===== src/rtp_map.svh =====
/*
  Register offsets, field positions, reset values and timing counts of the reload timer.
  Assumes it is included by bare name from each design file that needs it.
*/
`ifndef RTP_MAP_SVH
`define RTP_MAP_SVH

// ----------------------------------------------------------------
// Register offsets
// ----------------------------------------------------------------
`define RTP_ADDR_MODE 8'hD5
`define RTP_ADDR_FLAGS 8'hD6
`define RTP_ADDR_CEP 8'hD7
`define RTP_ADDR_RELOAD 8'hD9
`define RTP_ADDR_COMPARE 8'hDA
`define RTP_ADDR_LOAD 8'hDB

// ----------------------------------------------------------------
// Mode control fields
// ----------------------------------------------------------------
`define RTP_MC_LOAD 7
`define RTP_MC_TEN 6
`define RTP_MC_PWM_OUTPUT_ENABLE 5
`define RTP_MC_EIE 4
`define RTP_MC_COMPARE_IRQ_ENABLE 3
`define RTP_MC_OVERFLOW_IRQ_ENABLE 2

// ----------------------------------------------------------------
// Status flag fields
// ----------------------------------------------------------------
`define RTP_SF_EF 2
`define RTP_SF_CPF 1
`define RTP_SF_OVF 0

// ----------------------------------------------------------------
// Clock, edge and prescale fields
// ----------------------------------------------------------------
`define RTP_CE_SL1 3
`define RTP_CE_SL0 2

// ----------------------------------------------------------------
// Reset values and counts
// ----------------------------------------------------------------
`define RTP_MODE_RST 8'h00
`define RTP_CEP_RST 8'h00
`define RTP_DIV3_LAST 2'h2

`endif


===== src/rtp_pkg.sv =====
/*
  Types shared by the reload timer files.
  Assumes nothing beyond a SystemVerilog compiler.
*/
package rtp_pkg;

  typedef enum logic [1:0]
  {
    RTP_AUTO_RELOAD,
    RTP_CAPTURE,
    RTP_CAPTURE_RESET,
    RTP_EXT_LOAD
  } rtp_mode_t;

  typedef enum logic [1:0]
  {
    RTP_CLK_INT,
    RTP_CLK_DIV3,
    RTP_CLK_PIN,
    RTP_CLK_RSVD
  } rtp_clk_t;

endpackage


===== src/rtp_edge_det.sv =====
/*
  Two-stage synchroniser with rising and falling edge detection for one pin.
  Assumes the pin is asynchronous to clk_i.
*/
module rtp_edge_det
(
  input wire logic clk_i,
  input wire logic srst_i,
  input wire logic pin_i,
  output logic level_o,
  output logic rise_o,
  output logic fall_o
);

  logic meta;
  logic sync;
  logic prev;

  // ----------------------------------------------------------------
  // Synchroniser and edge detector
  // ----------------------------------------------------------------
  always_ff @(posedge clk_i)
  begin
    if (srst_i)
    begin
      meta <= 1'b0;
      sync <= 1'b0;
      prev <= 1'b0;
    end
    else
    begin
      meta <= pin_i;
      sync <= meta;
      prev <= sync;
    end
  end

  assign level_o = sync;
  assign rise_o = sync & ~prev;
  assign fall_o = ~sync & prev;

endmodule


===== src/rtp_timer.sv =====
/*
  Auto-reload timer with 7-bit prescaler, compare, capture and PWM output.
  Assumes a register master on clk_i with one-cycle strobes and one-cycle-late read data.
*/
// Decided for this implementation: the plain strobed port.
`include "rtp_map.svh"

// Overview of operation
// - Counter increments on each prescaler tick
// - Auto-reload overflow reloads counter, sets PWM
// - Compare match clears PWM, sets compare flag
// - Overflow flag set on FFh to 00h
// - Overflow request equals enable and flag
// - Compare request equals enable and flag
// - External request equals enable and flag
// - Flags cleared only by writing zero
// - Capture mode copies counter, sets edge flag
// - Capture-reset mode also clears counter, prescaler
// - External-load mode loads counter on edge
// - Every counter load clears the prescaler
// - Mode bits select the four modes
// - Load strobe loads counter, reads zero
// - Count enable off freezes prescaler and counter
// - PWM enable gates PWM onto pin
// - Reset clears mode control to zero
// - Writing 06h clears only overflow flag
// - Clock source bits select clock input
// - Edge enable and polarity bits control detection
// - Prescale ratio is two to select
// - Load register write loads counter immediately
module rtp_timer
(
  input wire logic clk_i,
  input wire logic srst_i,
  input wire logic [7:0] addr_i,
  input wire logic [7:0] wdata_i,
  input wire logic wr_i,
  input wire logic rd_i,
  output logic [7:0] rdata_o,
  input wire logic ext_input_pin_i,
  output logic pwm_out_pin_o,
  output logic ovf_irq_o,
  output logic cmp_irq_o,
  output logic ext_irq_o
);

  logic [7:0] mode_control_reg;
  logic [7:0] clock_edge_prescale_reg;
  logic [7:0] reload_capture_reg;
  logic [7:0] compare_reg;
  logic [7:0] up_counter;
  logic [6:0] prescaler_counter;
  logic [1:0] div3_cnt;
  logic overflow_flag;
  logic compare_flag;
  logic edge_event_flag;
  logic pwm_state;
  logic pin_level;
  logic pin_rise;
  logic pin_fall;
  logic pin_prev;
  logic src_tick;
  logic presc_tick;
  logic active_edge;
  logic wr_mode;
  logic wr_flags;
  logic wr_load;
  logic load_strobe;
  logic count_step;
  logic wrap;
  logic capture;
  logic ext_load;
  logic [7:0] next_counter;
  logic [7:0] tap_mask;
  rtp_pkg::rtp_mode_t mode;
  rtp_pkg::rtp_clk_t clk_sel;

  // ----------------------------------------------------------------
  // Pin synchroniser
  // ----------------------------------------------------------------
  rtp_edge_det u_pin
  (
    .clk_i(clk_i),
    .srst_i(srst_i),
    .pin_i(ext_input_pin_i),
    .level_o(pin_level),
    .rise_o(pin_rise),
    .fall_o(pin_fall)
  );

  // ----------------------------------------------------------------
  // Decode
  // ----------------------------------------------------------------
  assign mode = rtp_pkg::rtp_mode_t'(mode_control_reg[1:0]);
  assign clk_sel = rtp_pkg::rtp_clk_t'(clock_edge_prescale_reg[1:0]);
  assign wr_mode = wr_i && (addr_i == `RTP_ADDR_MODE);
  assign wr_flags = wr_i && (addr_i == `RTP_ADDR_FLAGS);
  assign wr_load = wr_i && (addr_i == `RTP_ADDR_LOAD);
  assign load_strobe = wr_mode && wdata_i[`RTP_MC_LOAD];
  // Edge detection gated by enable, polarity picks falling when set.
  assign active_edge = clock_edge_prescale_reg[`RTP_CE_SL0] &&
                       (clock_edge_prescale_reg[`RTP_CE_SL1] ? pin_fall : pin_rise);
  assign capture = active_edge && ((mode == rtp_pkg::RTP_CAPTURE) || (mode == rtp_pkg::RTP_CAPTURE_RESET));
  assign ext_load = active_edge && (mode == rtp_pkg::RTP_EXT_LOAD);

  // ----------------------------------------------------------------
  // Clock source and prescaler tap
  // ----------------------------------------------------------------
  always_comb
  begin
    unique case (clk_sel)
      rtp_pkg::RTP_CLK_INT: src_tick = 1'b1;
      rtp_pkg::RTP_CLK_DIV3: src_tick = (div3_cnt == `RTP_DIV3_LAST);
      rtp_pkg::RTP_CLK_PIN: src_tick = pin_level & ~pin_prev;
      rtp_pkg::RTP_CLK_RSVD: src_tick = 1'b0;
    endcase
  end

  // The tick fires when all prescaler bits below the selected tap are set.
  assign tap_mask = 8'((16'h007F << clock_edge_prescale_reg[7:5]) >> 7);
  assign presc_tick = src_tick && ((prescaler_counter & tap_mask[6:0]) == tap_mask[6:0]);
  assign count_step = mode_control_reg[`RTP_MC_TEN] && presc_tick;
  assign wrap = count_step && (up_counter == 8'hFF);

  always_ff @(posedge clk_i)
  begin
    if (srst_i)
    begin
      div3_cnt <= 2'h0;
      pin_prev <= 1'b0;
    end
    else
    begin
      pin_prev <= pin_level;
      if (mode_control_reg[`RTP_MC_TEN])
      begin
        div3_cnt <= (div3_cnt == `RTP_DIV3_LAST) ? 2'h0 : div3_cnt + 2'h1;
      end
    end
  end

  // ----------------------------------------------------------------
  // Counter and prescaler
  // ----------------------------------------------------------------
  always_comb
  begin
    next_counter = up_counter;
    if (wr_load)
    begin
      next_counter = wdata_i;
    end
    else if (load_strobe || ext_load)
    begin
      next_counter = reload_capture_reg;
    end
    else if (capture && (mode == rtp_pkg::RTP_CAPTURE_RESET))
    begin
      next_counter = 8'h00;
    end
    else if (wrap && (mode == rtp_pkg::RTP_AUTO_RELOAD))
    begin
      next_counter = reload_capture_reg;
    end
    else if (count_step)
    begin
      next_counter = up_counter + 8'h01;
    end
  end

  always_ff @(posedge clk_i)
  begin
    if (srst_i)
    begin
      up_counter <= 8'h00;
      prescaler_counter <= 7'h00;
    end
    else
    begin
      up_counter <= next_counter;
      if (wr_load || load_strobe || ext_load || (capture && (mode == rtp_pkg::RTP_CAPTURE_RESET)) ||
          (wrap && (mode == rtp_pkg::RTP_AUTO_RELOAD)))
      begin
        prescaler_counter <= 7'h00;
      end
      else if (mode_control_reg[`RTP_MC_TEN] && src_tick)
      begin
        prescaler_counter <= prescaler_counter + 7'h01;
      end
    end
  end

  // ----------------------------------------------------------------
  // Registers written by software
  // ----------------------------------------------------------------
  always_ff @(posedge clk_i)
  begin
    if (srst_i)
    begin
      mode_control_reg <= `RTP_MODE_RST;
      clock_edge_prescale_reg <= `RTP_CEP_RST;
      compare_reg <= 8'hFF;
    end
    else
    begin
      if (wr_mode)
      begin
        mode_control_reg <= {1'b0, wdata_i[6:0]};
      end
      if (wr_i && (addr_i == `RTP_ADDR_CEP))
      begin
        clock_edge_prescale_reg <= {wdata_i[7:5], 1'b0, wdata_i[3:0]};
      end
      if (wr_i && (addr_i == `RTP_ADDR_COMPARE))
      begin
        compare_reg <= wdata_i;
      end
    end
  end

  // Capture wins over a software write in the same cycle.
  always_ff @(posedge clk_i)
  begin
    if (srst_i)
    begin
      reload_capture_reg <= 8'h00;
    end
    else if (capture)
    begin
      reload_capture_reg <= up_counter;
    end
    else if (wr_i && (addr_i == `RTP_ADDR_RELOAD))
    begin
      reload_capture_reg <= wdata_i;
    end
  end

  // ----------------------------------------------------------------
  // Status flags: set wins over a clearing write
  // ----------------------------------------------------------------
  always_ff @(posedge clk_i)
  begin
    if (srst_i)
    begin
      overflow_flag <= 1'b0;
      compare_flag <= 1'b0;
      edge_event_flag <= 1'b0;
    end
    else
    begin
      overflow_flag <= wrap || (overflow_flag && !(wr_flags && !wdata_i[`RTP_SF_OVF]));
      compare_flag <= (count_step && (next_counter == compare_reg)) ||
                      (compare_flag && !(wr_flags && !wdata_i[`RTP_SF_CPF]));
      edge_event_flag <= active_edge || (edge_event_flag && !(wr_flags && !wdata_i[`RTP_SF_EF]));
    end
  end

  // ----------------------------------------------------------------
  // PWM state and pin
  // ----------------------------------------------------------------
  always_ff @(posedge clk_i)
  begin
    if (srst_i)
    begin
      pwm_state <= 1'b0;
      pwm_out_pin_o <= 1'b0;
    end
    else
    begin
      if (count_step && (next_counter == compare_reg))
      begin
        pwm_state <= 1'b0;
      end
      else if (wrap)
      begin
        pwm_state <= 1'b1;
      end
      pwm_out_pin_o <= mode_control_reg[`RTP_MC_PWM_OUTPUT_ENABLE] && pwm_state;
    end
  end

  // ----------------------------------------------------------------
  // Interrupt levels and read data
  // ----------------------------------------------------------------
  always_ff @(posedge clk_i)
  begin
    if (srst_i)
    begin
      ovf_irq_o <= 1'b0;
      cmp_irq_o <= 1'b0;
      ext_irq_o <= 1'b0;
      rdata_o <= 8'h00;
    end
    else
    begin
      ovf_irq_o <= mode_control_reg[`RTP_MC_OVERFLOW_IRQ_ENABLE] && overflow_flag;
      cmp_irq_o <= mode_control_reg[`RTP_MC_COMPARE_IRQ_ENABLE] && compare_flag;
      ext_irq_o <= mode_control_reg[`RTP_MC_EIE] && edge_event_flag;
      rdata_o <= 8'h00;
      if (rd_i)
      begin
        unique case (addr_i)
          `RTP_ADDR_MODE: rdata_o <= mode_control_reg;
          `RTP_ADDR_FLAGS: rdata_o <= {5'h00, edge_event_flag, compare_flag, overflow_flag};
          `RTP_ADDR_CEP: rdata_o <= clock_edge_prescale_reg;
          `RTP_ADDR_RELOAD: rdata_o <= reload_capture_reg;
          `RTP_ADDR_COMPARE: rdata_o <= compare_reg;
          `RTP_ADDR_LOAD: rdata_o <= up_counter;
          default: rdata_o <= 8'h00;
        endcase
      end
    end
  end
endmodule


===== config.mk =====
export PLATFORM = sky130hd
export DESIGN_NAME = rtp_timer
export DESIGN_NICKNAME = d
export VERILOG_FILES = /design/src/rtp_pkg.sv /design/src/rtp_edge_det.sv /design/src/rtp_timer.sv
export VERILOG_INCLUDE_DIRS = /design/src
export SDC_FILE = /design/constraint.sdc
export NUM_CORES = 1
export LEC_CHECK = 0
export BUFFER_PORTS_ARGS = -buffer_cell sky130_fd_sc_hd__buf_4
export CAP_MARGIN = 10
export CORE_UTILIZATION = 45
export CTS_CLUSTER_DIAMETER = 100
export DETAILED_ROUTE_END_ITERATION = 7
export PLACE_DENSITY_LB_ADDON = 0.05
export SLEW_MARGIN = 20
export SYNTH_ARGS = -nofsm -noshare
export SYNTH_HDL_FRONTEND = slang
export SYNTH_SLANG_ARGS = --single-unit
export TNS_END_PERCENT = 1

===== constraint.sdc =====
create_clock -name clk_i -period 2.8 [get_ports clk_i]
set_input_delay 0.28 -clock clk_i [delete_from_list [all_inputs] [get_ports clk_i]]
set_output_delay 0.28 -clock clk_i [all_outputs]
set_load 0.005 [all_outputs]

==> metrics, run 1 <==
number of buffers created by CTS 9; count of synthesis-stage warnings from yosys 0; class of the tightest hold or removal check in -> reg; Most used DFF post-synth sky130_fd_sc_hd__dfxtp_1; Syn-to-layout area delta 23.1%; share of synthesized area occupied by flip-flops and latches 37.6%; worst endpoint data arrival time 2960 ps; leading post-synthesis cells by cell area sky130_fd_sc_hd__dfxtp_1 38%, sky130_fd_sc_hd__nand2_1 6.7%, sky130_fd_sc_hd__nand3_1 5.8%, sky130_fd_sc_hd__a21oi_1 4.8%, sky130_fd_sc_hd__nor2_1 3.3%; H-tree depth reported by CTS 3; Post-layout nets 516; Port Buffers 32; kind of end point of the critical path flop; die height 90.4 um; worst slack after detailed placement 18.3 ps; core region area 7410 um^2; clock insertion delay at the later pin of the skew report 330 ps; result of the run completed; part of the total power dissipated in combinational logic 5.0%; overall overflow remaining after global route 0; via total after detailed routing 3622; DP Wirelength 8.23 mm; antenna violations before repair 0; effective utilization at floorplan 47.5%; aggregate routed wire length 11.2 mm; launching element type of the critical path flop; hold-fix buffers at CTS 0; sequential group share of total power 51.1%; Internal Power 0.00141 W; max-capacitance violation count 0; final-report max-slew violation count 0; wire length of the first global-routing pass 17.8 mm; Worst-Margin Slew 681 ps; mean instance size in the synthesized netlist 8.11 um^2; final routed DRC violation total 0; Max Root-Sink Buffers 2; TritonCTS clock tree built; worst supply voltage drop on vdd 0.266 mV; power per cell area 426 nW/um^2; clock tree skew after final layout 5.90 ps; proportion of synthesized flip-flops having asynchronous set or reset 0%; Setup TNS Final 0 ps; via count of the first global-routing pass 3364; CP Class reg -> reg; GRT Overall Usage 27.9%; Worst Setup Slack, final 120 ps; net load switching power 0.000432 W; Slew HR 54.3%; Period Utilization, post-route 95.7%; post-synthesis instance area 3520 um^2; wire length per cell after detailed routing 18.9 um; Die ar. 8180 um^2; Post-DRT Antenna Nets 0; Core Rows 31; worst-path fanout max 4; gp weighted congestion 0.949; leakage power 1.73 nW; gate count of the mapped netlist 434; ratio of cells with drive above 1 in the final layout 22.8%; synth unique cells 63; post-DR vias/cell 6.10; clock sinks 66; fraction of power consumed by the clock network 43.8%; number of synthesized register bits 66; starting DRC count in detailed routing 312; root cell of the clock tree sky130_fd_sc_hd__clkbuf_8; endpoint required time on the critical path 3080 ps; clock slew seen by the registers of the worst setup and hold paths 70 ps; Yosys top cell by area sky130_fd_sc_hd__dfxtp_1; Mapped Nets 460; Post-synth EDFFs 0; Setup-failing EPs final 0; min cycle time layout 2680 ps; fraction of power spent switching nets 23.4%; endpoints failing hold 0; Inserted Diodes 0; top-area cell type share of the netlist area 37.6%; Die W 90.4 um; maximum number of pins on one net before global-route repair 41; Initial DRT Pass Iterations 5; maximum achievable frequency 373 MHz; count of boundary I/O pins 33
[per-layer routing]
metal | GRT usage [%] | routed length [um] | vias to the layer above
met5 | 0 | 0 | -
met4 | 11.3 | 330 | 0
met3 | 5.30 | 822 | 25
met2 | 44.2 | 5050 | 173
met1 | 37.3 | 5010 | 1711
li1 | - | - | 1713
[final timing paths]
check	cells after the start	start	end	slack, ps
worst min register to register	1	u_pin.meta$_SDFF_PP0_	u_pin.level_o$_SDFF_PP0_	450
worst max register to register	10	u_pin.level_o$_SDFF_PP0_	compare_flag$_SDFF_PP0_	120
worst max-delay path	10	u_pin.level_o$_SDFF_PP0_	compare_flag$_SDFF_PP0_	120
worst min-delay path	2	ext_input_pin_i	u_pin.meta$_SDFF_PP0_	150
[through the flow]
stage / std cells / utilization [%] / total power [W] / cell area, um^2 / hold slack [ps]
final: 594 / 58.5 / 0.00184 / 4330 / 151
after global routing: 594 / 58.5 / 0.00191 / 4330 / 167
after CTS: 590 / 57.3 / 0.00186 / 4240 / 138
after detailed placement: 573 / 54.2 / 0.00106 / 4020 / 454
after global placement: 573 / 54.2 / 0.00105 / 4020 / 456
after floorplan: 434 / - / 0.00100 / 3520 / 408
[logic make-up (layout without fill, tap and decap cells)]
logic type / after synthesis / after routing / synth area share [%]
multiplexers: 9 / 9 / 2.60
AND/OR/NAND/NOR: 198 / 198 / 28.7
AO/OA/AOI/OAI: 102 / 102 / 21.2
adder cells (fa/ha/maj): 5 / 5 / 1.78
buffers and inverters: 39 / 100 / 4.48
XOR/XNOR: 15 / 15 / 3.73
flip-flops: 66 / 66 / 37.6
[critical path: stages (launching register included)]
cell                        delay, ps
sky130_fd_sc_hd__dfxtp_2          350
sky130_fd_sc_hd__or3b_4           390
sky130_fd_sc_hd__a21o_1           200
sky130_fd_sc_hd__buf_4            160
sky130_fd_sc_hd__or4_4            520
sky130_fd_sc_hd__nand3_2          100
sky130_fd_sc_hd__o22ai_2           80
sky130_fd_sc_hd__a31oi_4          190
sky130_fd_sc_hd__xnor2_2          110
sky130_fd_sc_hd__a2111oi_4        350
sky130_fd_sc_hd__a31o_1           180
[power groups by stage]
stage,Combinational [W],Clock (W),Sequential [W]
3_3_place_gp,0.0000904,0,0.000965
5_1_grt,0.0000992,0.000872,0.000943
6_report,0.0000929,0.000809,0.000943
2_1_floorplan,0.0000397,0,0.000964
4_1_cts,0.0000913,0.000824,0.000943
3_5_place_dp,0.0000904,0,0.000965
[final cells by class]
cell class              instances  area [um^2]
multi-input cells             329         2110
well taps                      99          124
fillers                       712         3080
clock inverters                 4         51.3
inverters                      16         60.1
repair buffers                 68          510
flip-flops and latches         66         1330
clock buffers                  12          145
[cell usage in the layout (no fill, tap or decap), types with 8 or more instances in the layout]
cell,netlist,routed
sky130_fd_sc_hd__a21oi_1,34,33
sky130_fd_sc_hd__a222oi_1,8,8
sky130_fd_sc_hd__a22oi_1,11,11
sky130_fd_sc_hd__buf_4,0,68
sky130_fd_sc_hd__clkbuf_8,0,10
sky130_fd_sc_hd__dfxtp_1,66,59
sky130_fd_sc_hd__inv_1,16,16
sky130_fd_sc_hd__mux2i_1,8,8
sky130_fd_sc_hd__nand2_1,63,63
sky130_fd_sc_hd__nand3_1,41,41
sky130_fd_sc_hd__nor2_1,31,31
sky130_fd_sc_hd__nor3_1,10,10
sky130_fd_sc_hd__xnor2_1,10,9
[synth_stat cells (all sizes together), types with 6 or more instances]
| cell | instances |
|---|---|
| a31oi | 6 |
| buf | 6 |
| and3 | 7 |
| o211ai | 6 |
| dfxtp | 66 |
| nand2b | 7 |
| nand4 | 7 |
| a22oi | 11 |
| inv | 16 |
| mux2i | 8 |
| clkbuf | 17 |
| a222oi | 8 |
| a21oi | 34 |
| nor3 | 10 |
| nand3 | 42 |
| nand3b | 6 |
| nand2 | 63 |
| nor2 | 31 |
| xnor2 | 10 |
[timing repair]
item	CTS	global route
buffers inserted	1	4
gates cloned	0	0
pin swaps	7	6
gates resized for setup	4	13
setup endpoints to repair	1	2
(Power assumes the default switching activity.)
==> run 2, diff against run 1 <==
==> constraint.sdc (replaced) <==
create_clock -name clk_i -period 2.65 [get_ports clk_i]
set_input_delay 0.265 -clock clk_i [delete_from_list [all_inputs] [get_ports clk_i]]
set_output_delay 0.265 -clock clk_i [all_outputs]
set_load 0.005 [all_outputs]
==> run 2 against run 1 <==
  * The run now ends with negative setup slack left
  * Flip-flop and latch count stayed put
  * First-iteration DRC count up 27%
  * Register-to-register slack worse by 170 ps
  * Setup slack worse by 170 ps
  * Clock power increased by 8.8%
  * Sequential power increased by 5.6%
  * Die area unchanged
  * Clock skew is essentially flat
==> metrics, run 2 (synthesis gave the netlist of run 1 again) <==
Design Area, Final 4550 um^2 (+5.1%); ordered list of cells on the worst path nand2_1 -> o21a_1 -> or4_4 -> or4_4 -> and4_4 -> a21oi_1 -> a31oi_1 -> a2111oi_4 -> a221oi_1; fraction of power spent switching nets 25.3% (+1.9 points); gp weighted congestion 1.02 (+7.3%); antenna violations before repair 0 (unchanged); Internal Power 0.00148 W (+4.7%); GRT Overall Usage 29.9% (+1.9 points); Port Buffers 32 (unchanged); Reg2Reg Depth 9 (-1); worst endpoint data arrival time 2920 ps (-40 ps); class of the tightest hold or removal check in -> reg; RSZ-0062 raised after global routing true; number of buffers created by CTS 9 (unchanged); TritonCTS clock tree built; result of the run complete, but fails checks; violations in the final reports negative setup slack; worst supply voltage drop on vdd 0.338 mV (+27%); clock tree skew after final layout 6.30 ps (+0.397 ps); Setup-failing EPs final 2 (+2); most common library cell in the layout ignoring fill and taps sky130_fd_sc_hd__buf_4; final routed DRC violation total 0 (unchanged); part of the total power dissipated in combinational logic 5.3% (+0.3 points); die height 90.4 um (unchanged); net load switching power 0.000502 W (+16%); sum of buffers and inverters on the critical path 0 (-1); Slew HR 52.1% (-2.2 points); root cell of the clock tree sky130_fd_sc_hd__clkbuf_8; Die W 90.4 um (unchanged); ratio of cells with drive above 1 in the final layout 27.1% (+4.3 points); Worst Setup Slack, final -51.6 ps (-171 ps); maximum achievable frequency 370 MHz (-0.78%); final-report max-slew violation count 0 (unchanged); Inserted Diodes 0 (unchanged); Max Root-Sink Buffers 2 (unchanged); post-DR vias/cell 6.00 (-1.5%); Worst-Margin Slew 718 ps (+37.2 ps); launching element type of the critical path flop; library cell appearing most often on the critical path sky130_fd_sc_hd__or4_4; wire length per cell after detailed routing 19.0 um (+0.37%); capture instance of the worst register-to-register path pwm_state$_SDFFE_PP0P_; max-capacitance violation count 0 (unchanged); origin of the critical flop-to-flop path prescaler_counter[0]$_SDFFE_PP0P_; library cell contributing the largest single delay on the critical path sky130_fd_sc_hd__or4_4; endpoints failing hold 0 (unchanged); min cycle time layout 2700 ps (+21.1 ps); worst-path fanout max 4 (unchanged); effective utilization at floorplan 47.5% (unchanged); clock insertion delay at the later pin of the skew report 360 ps (+30 ps); kind of end point of the critical path flop; Post-DRT Antenna Nets 0 (unchanged); delay of the slowest cell on the worst path 490 ps (-30 ps); via total after detailed routing 3741 (+3.3%); post-CTS setup buffer count 0 (-1); clock sinks 66 (unchanged); CP Class reg -> reg; Period Utilization, post-route 102% (+6.2 points); H-tree depth reported by CTS 3 (unchanged); DP Wirelength 8.56 mm (+4.0%); core region area 7410 um^2 (unchanged); standard cell area after detailed placement 4270 um^2 (+6.4%); via count of the first global-routing pass 3518 (+4.6%); aggregate routed wire length 11.8 mm (+5.3%); overall overflow remaining after global route 0 (unchanged); maximum number of pins on one net before global-route repair 41 (unchanged); leading cell types in the layout, fill and taps excluded 96 x sky130_fd_sc_hd__buf_4, 63 x sky130_fd_sc_hd__nand2_1, 62 x sky130_fd_sc_hd__dfxtp_1; Core Rows 31 (unchanged); launch point of the worst hold path ext_input_pin_i; wire length of the first global-routing pass 18.8 mm (+5.7%); Die ar. 8180 um^2 (unchanged); Post-layout nets 545 (+5.6%); sequential group share of total power 50.3% (-0.8 points); leakage power 1.88 nW (+8.9%); number of standard cells in the layout, taps in and fillers out 623 (+4.9%); setup slack, reg-to-reg -50 ps (-170 ps); Initial DRT Pass Iterations 5 (unchanged); fraction of power consumed by the clock network 44.4% (+0.6 points); number of placed instances with taps included 607 (+5.9%); WHS Path Cells 2 (unchanged); Final Hold Slack 116 ps (-35.0 ps); starting DRC count in detailed routing 395 (+27%); Syn-to-layout area delta 29.4%; power per cell area 435 nW/um^2 (+2.2%); count of boundary I/O pins 33 (unchanged); category of cells accounting for the largest share of critical-path delay simple AND/OR/NAND/NOR gates; worst-case hold path end point u_pin.meta$_SDFF_PP0_; endpoint required time on the critical path 2870 ps (-210 ps); clock slew seen by the registers of the worst setup and hold paths 80 ps (about the same)
[run 2: changes by cell type in the layout (fill, tap and decap cells not counted), moves of 2 or more]
| cell | change |
|---|---|
| sky130_fd_sc_hd__buf_4 | +28 |
| sky130_fd_sc_hd__clkbuf_1 | -2 |
| sky130_fd_sc_hd__dfxtp_1 | +3 |
| sky130_fd_sc_hd__dfxtp_2 | -3 |
[run 2: layout make-up]
cell class	count	area (um^2)
Fill cell	679	2860
Multi-Input combinational cell	329	2110
Sequential cell	66	1330
Timing Repair Buffer	97	732
Clock buffer	9	124
Tap cell	99	124
Clock inverter	7	77.6
Inverter	16	60.1
[run 2: how the worst max path moves through the flow]
stage	startpoint	end	slack, ps	depth (start not counted)
after floorplan	prescaler_counter[0]$_SDFFE_PP0P_	pwm_state$_SDFFE_PP0P_	90	9
after global placement	prescaler_counter[0]$_SDFFE_PP0P_	pwm_state$_SDFFE_PP0P_	-80	10
after detailed placement	u_pin.level_o$_SDFF_PP0_	pwm_state$_SDFFE_PP0P_	-130	8
after CTS	u_pin.level_o$_SDFF_PP0_	pwm_state$_SDFFE_PP0P_	-150	8
after global routing	prescaler_counter[6]$_SDFFE_PP0P_	pwm_state$_SDFFE_PP0P_	-180	9
final	prescaler_counter[0]$_SDFFE_PP0P_	pwm_state$_SDFFE_PP0P_	-50	9
[run 2: through the flow]
stage               worst slack [ps]  TNS [ps]  util (%)  power, W
finish                         -51.6     -81.2      61.4   0.00198
global route                    -177      -339      61.4   0.00205
CTS                             -146      -276      60.4   0.00199
detailed placement              -132      -241      57.7   0.00112
global placement               -83.8      -141      57.7   0.00112
floorplan                       93.8         0         -   0.00106
[run 2: what timing repair did]
action                     in CTS  in global routing
setup endpoints to repair       2                  2
hold buffers                    0                  0
gates resized for setup         1                 14
[run 2: metal layers]
layer,track usage (%),up-vias,part of all wire (%)
met1,40.1,1741,43
li1,-,1771,-
met2,46.4,199,46
met5,0,-,0
met3,5.81,30,8.7
met4,13.2,0,2.9
[run 2: power groups by stage]
| stage | sequential, W | combinational [W] | clock (W) |
|---|---|---|---|
| global placement | 0.00102 | 0.000103 | 0 |
| floorplan | 0.00102 | 0.0000419 | 0 |
| global route | 0.000996 | 0.000113 | 0.000941 |
| detailed placement | 0.00102 | 0.000102 | 0 |
| finish | 0.000996 | 0.000105 | 0.000880 |
| CTS | 0.000996 | 0.000103 | 0.000893 |
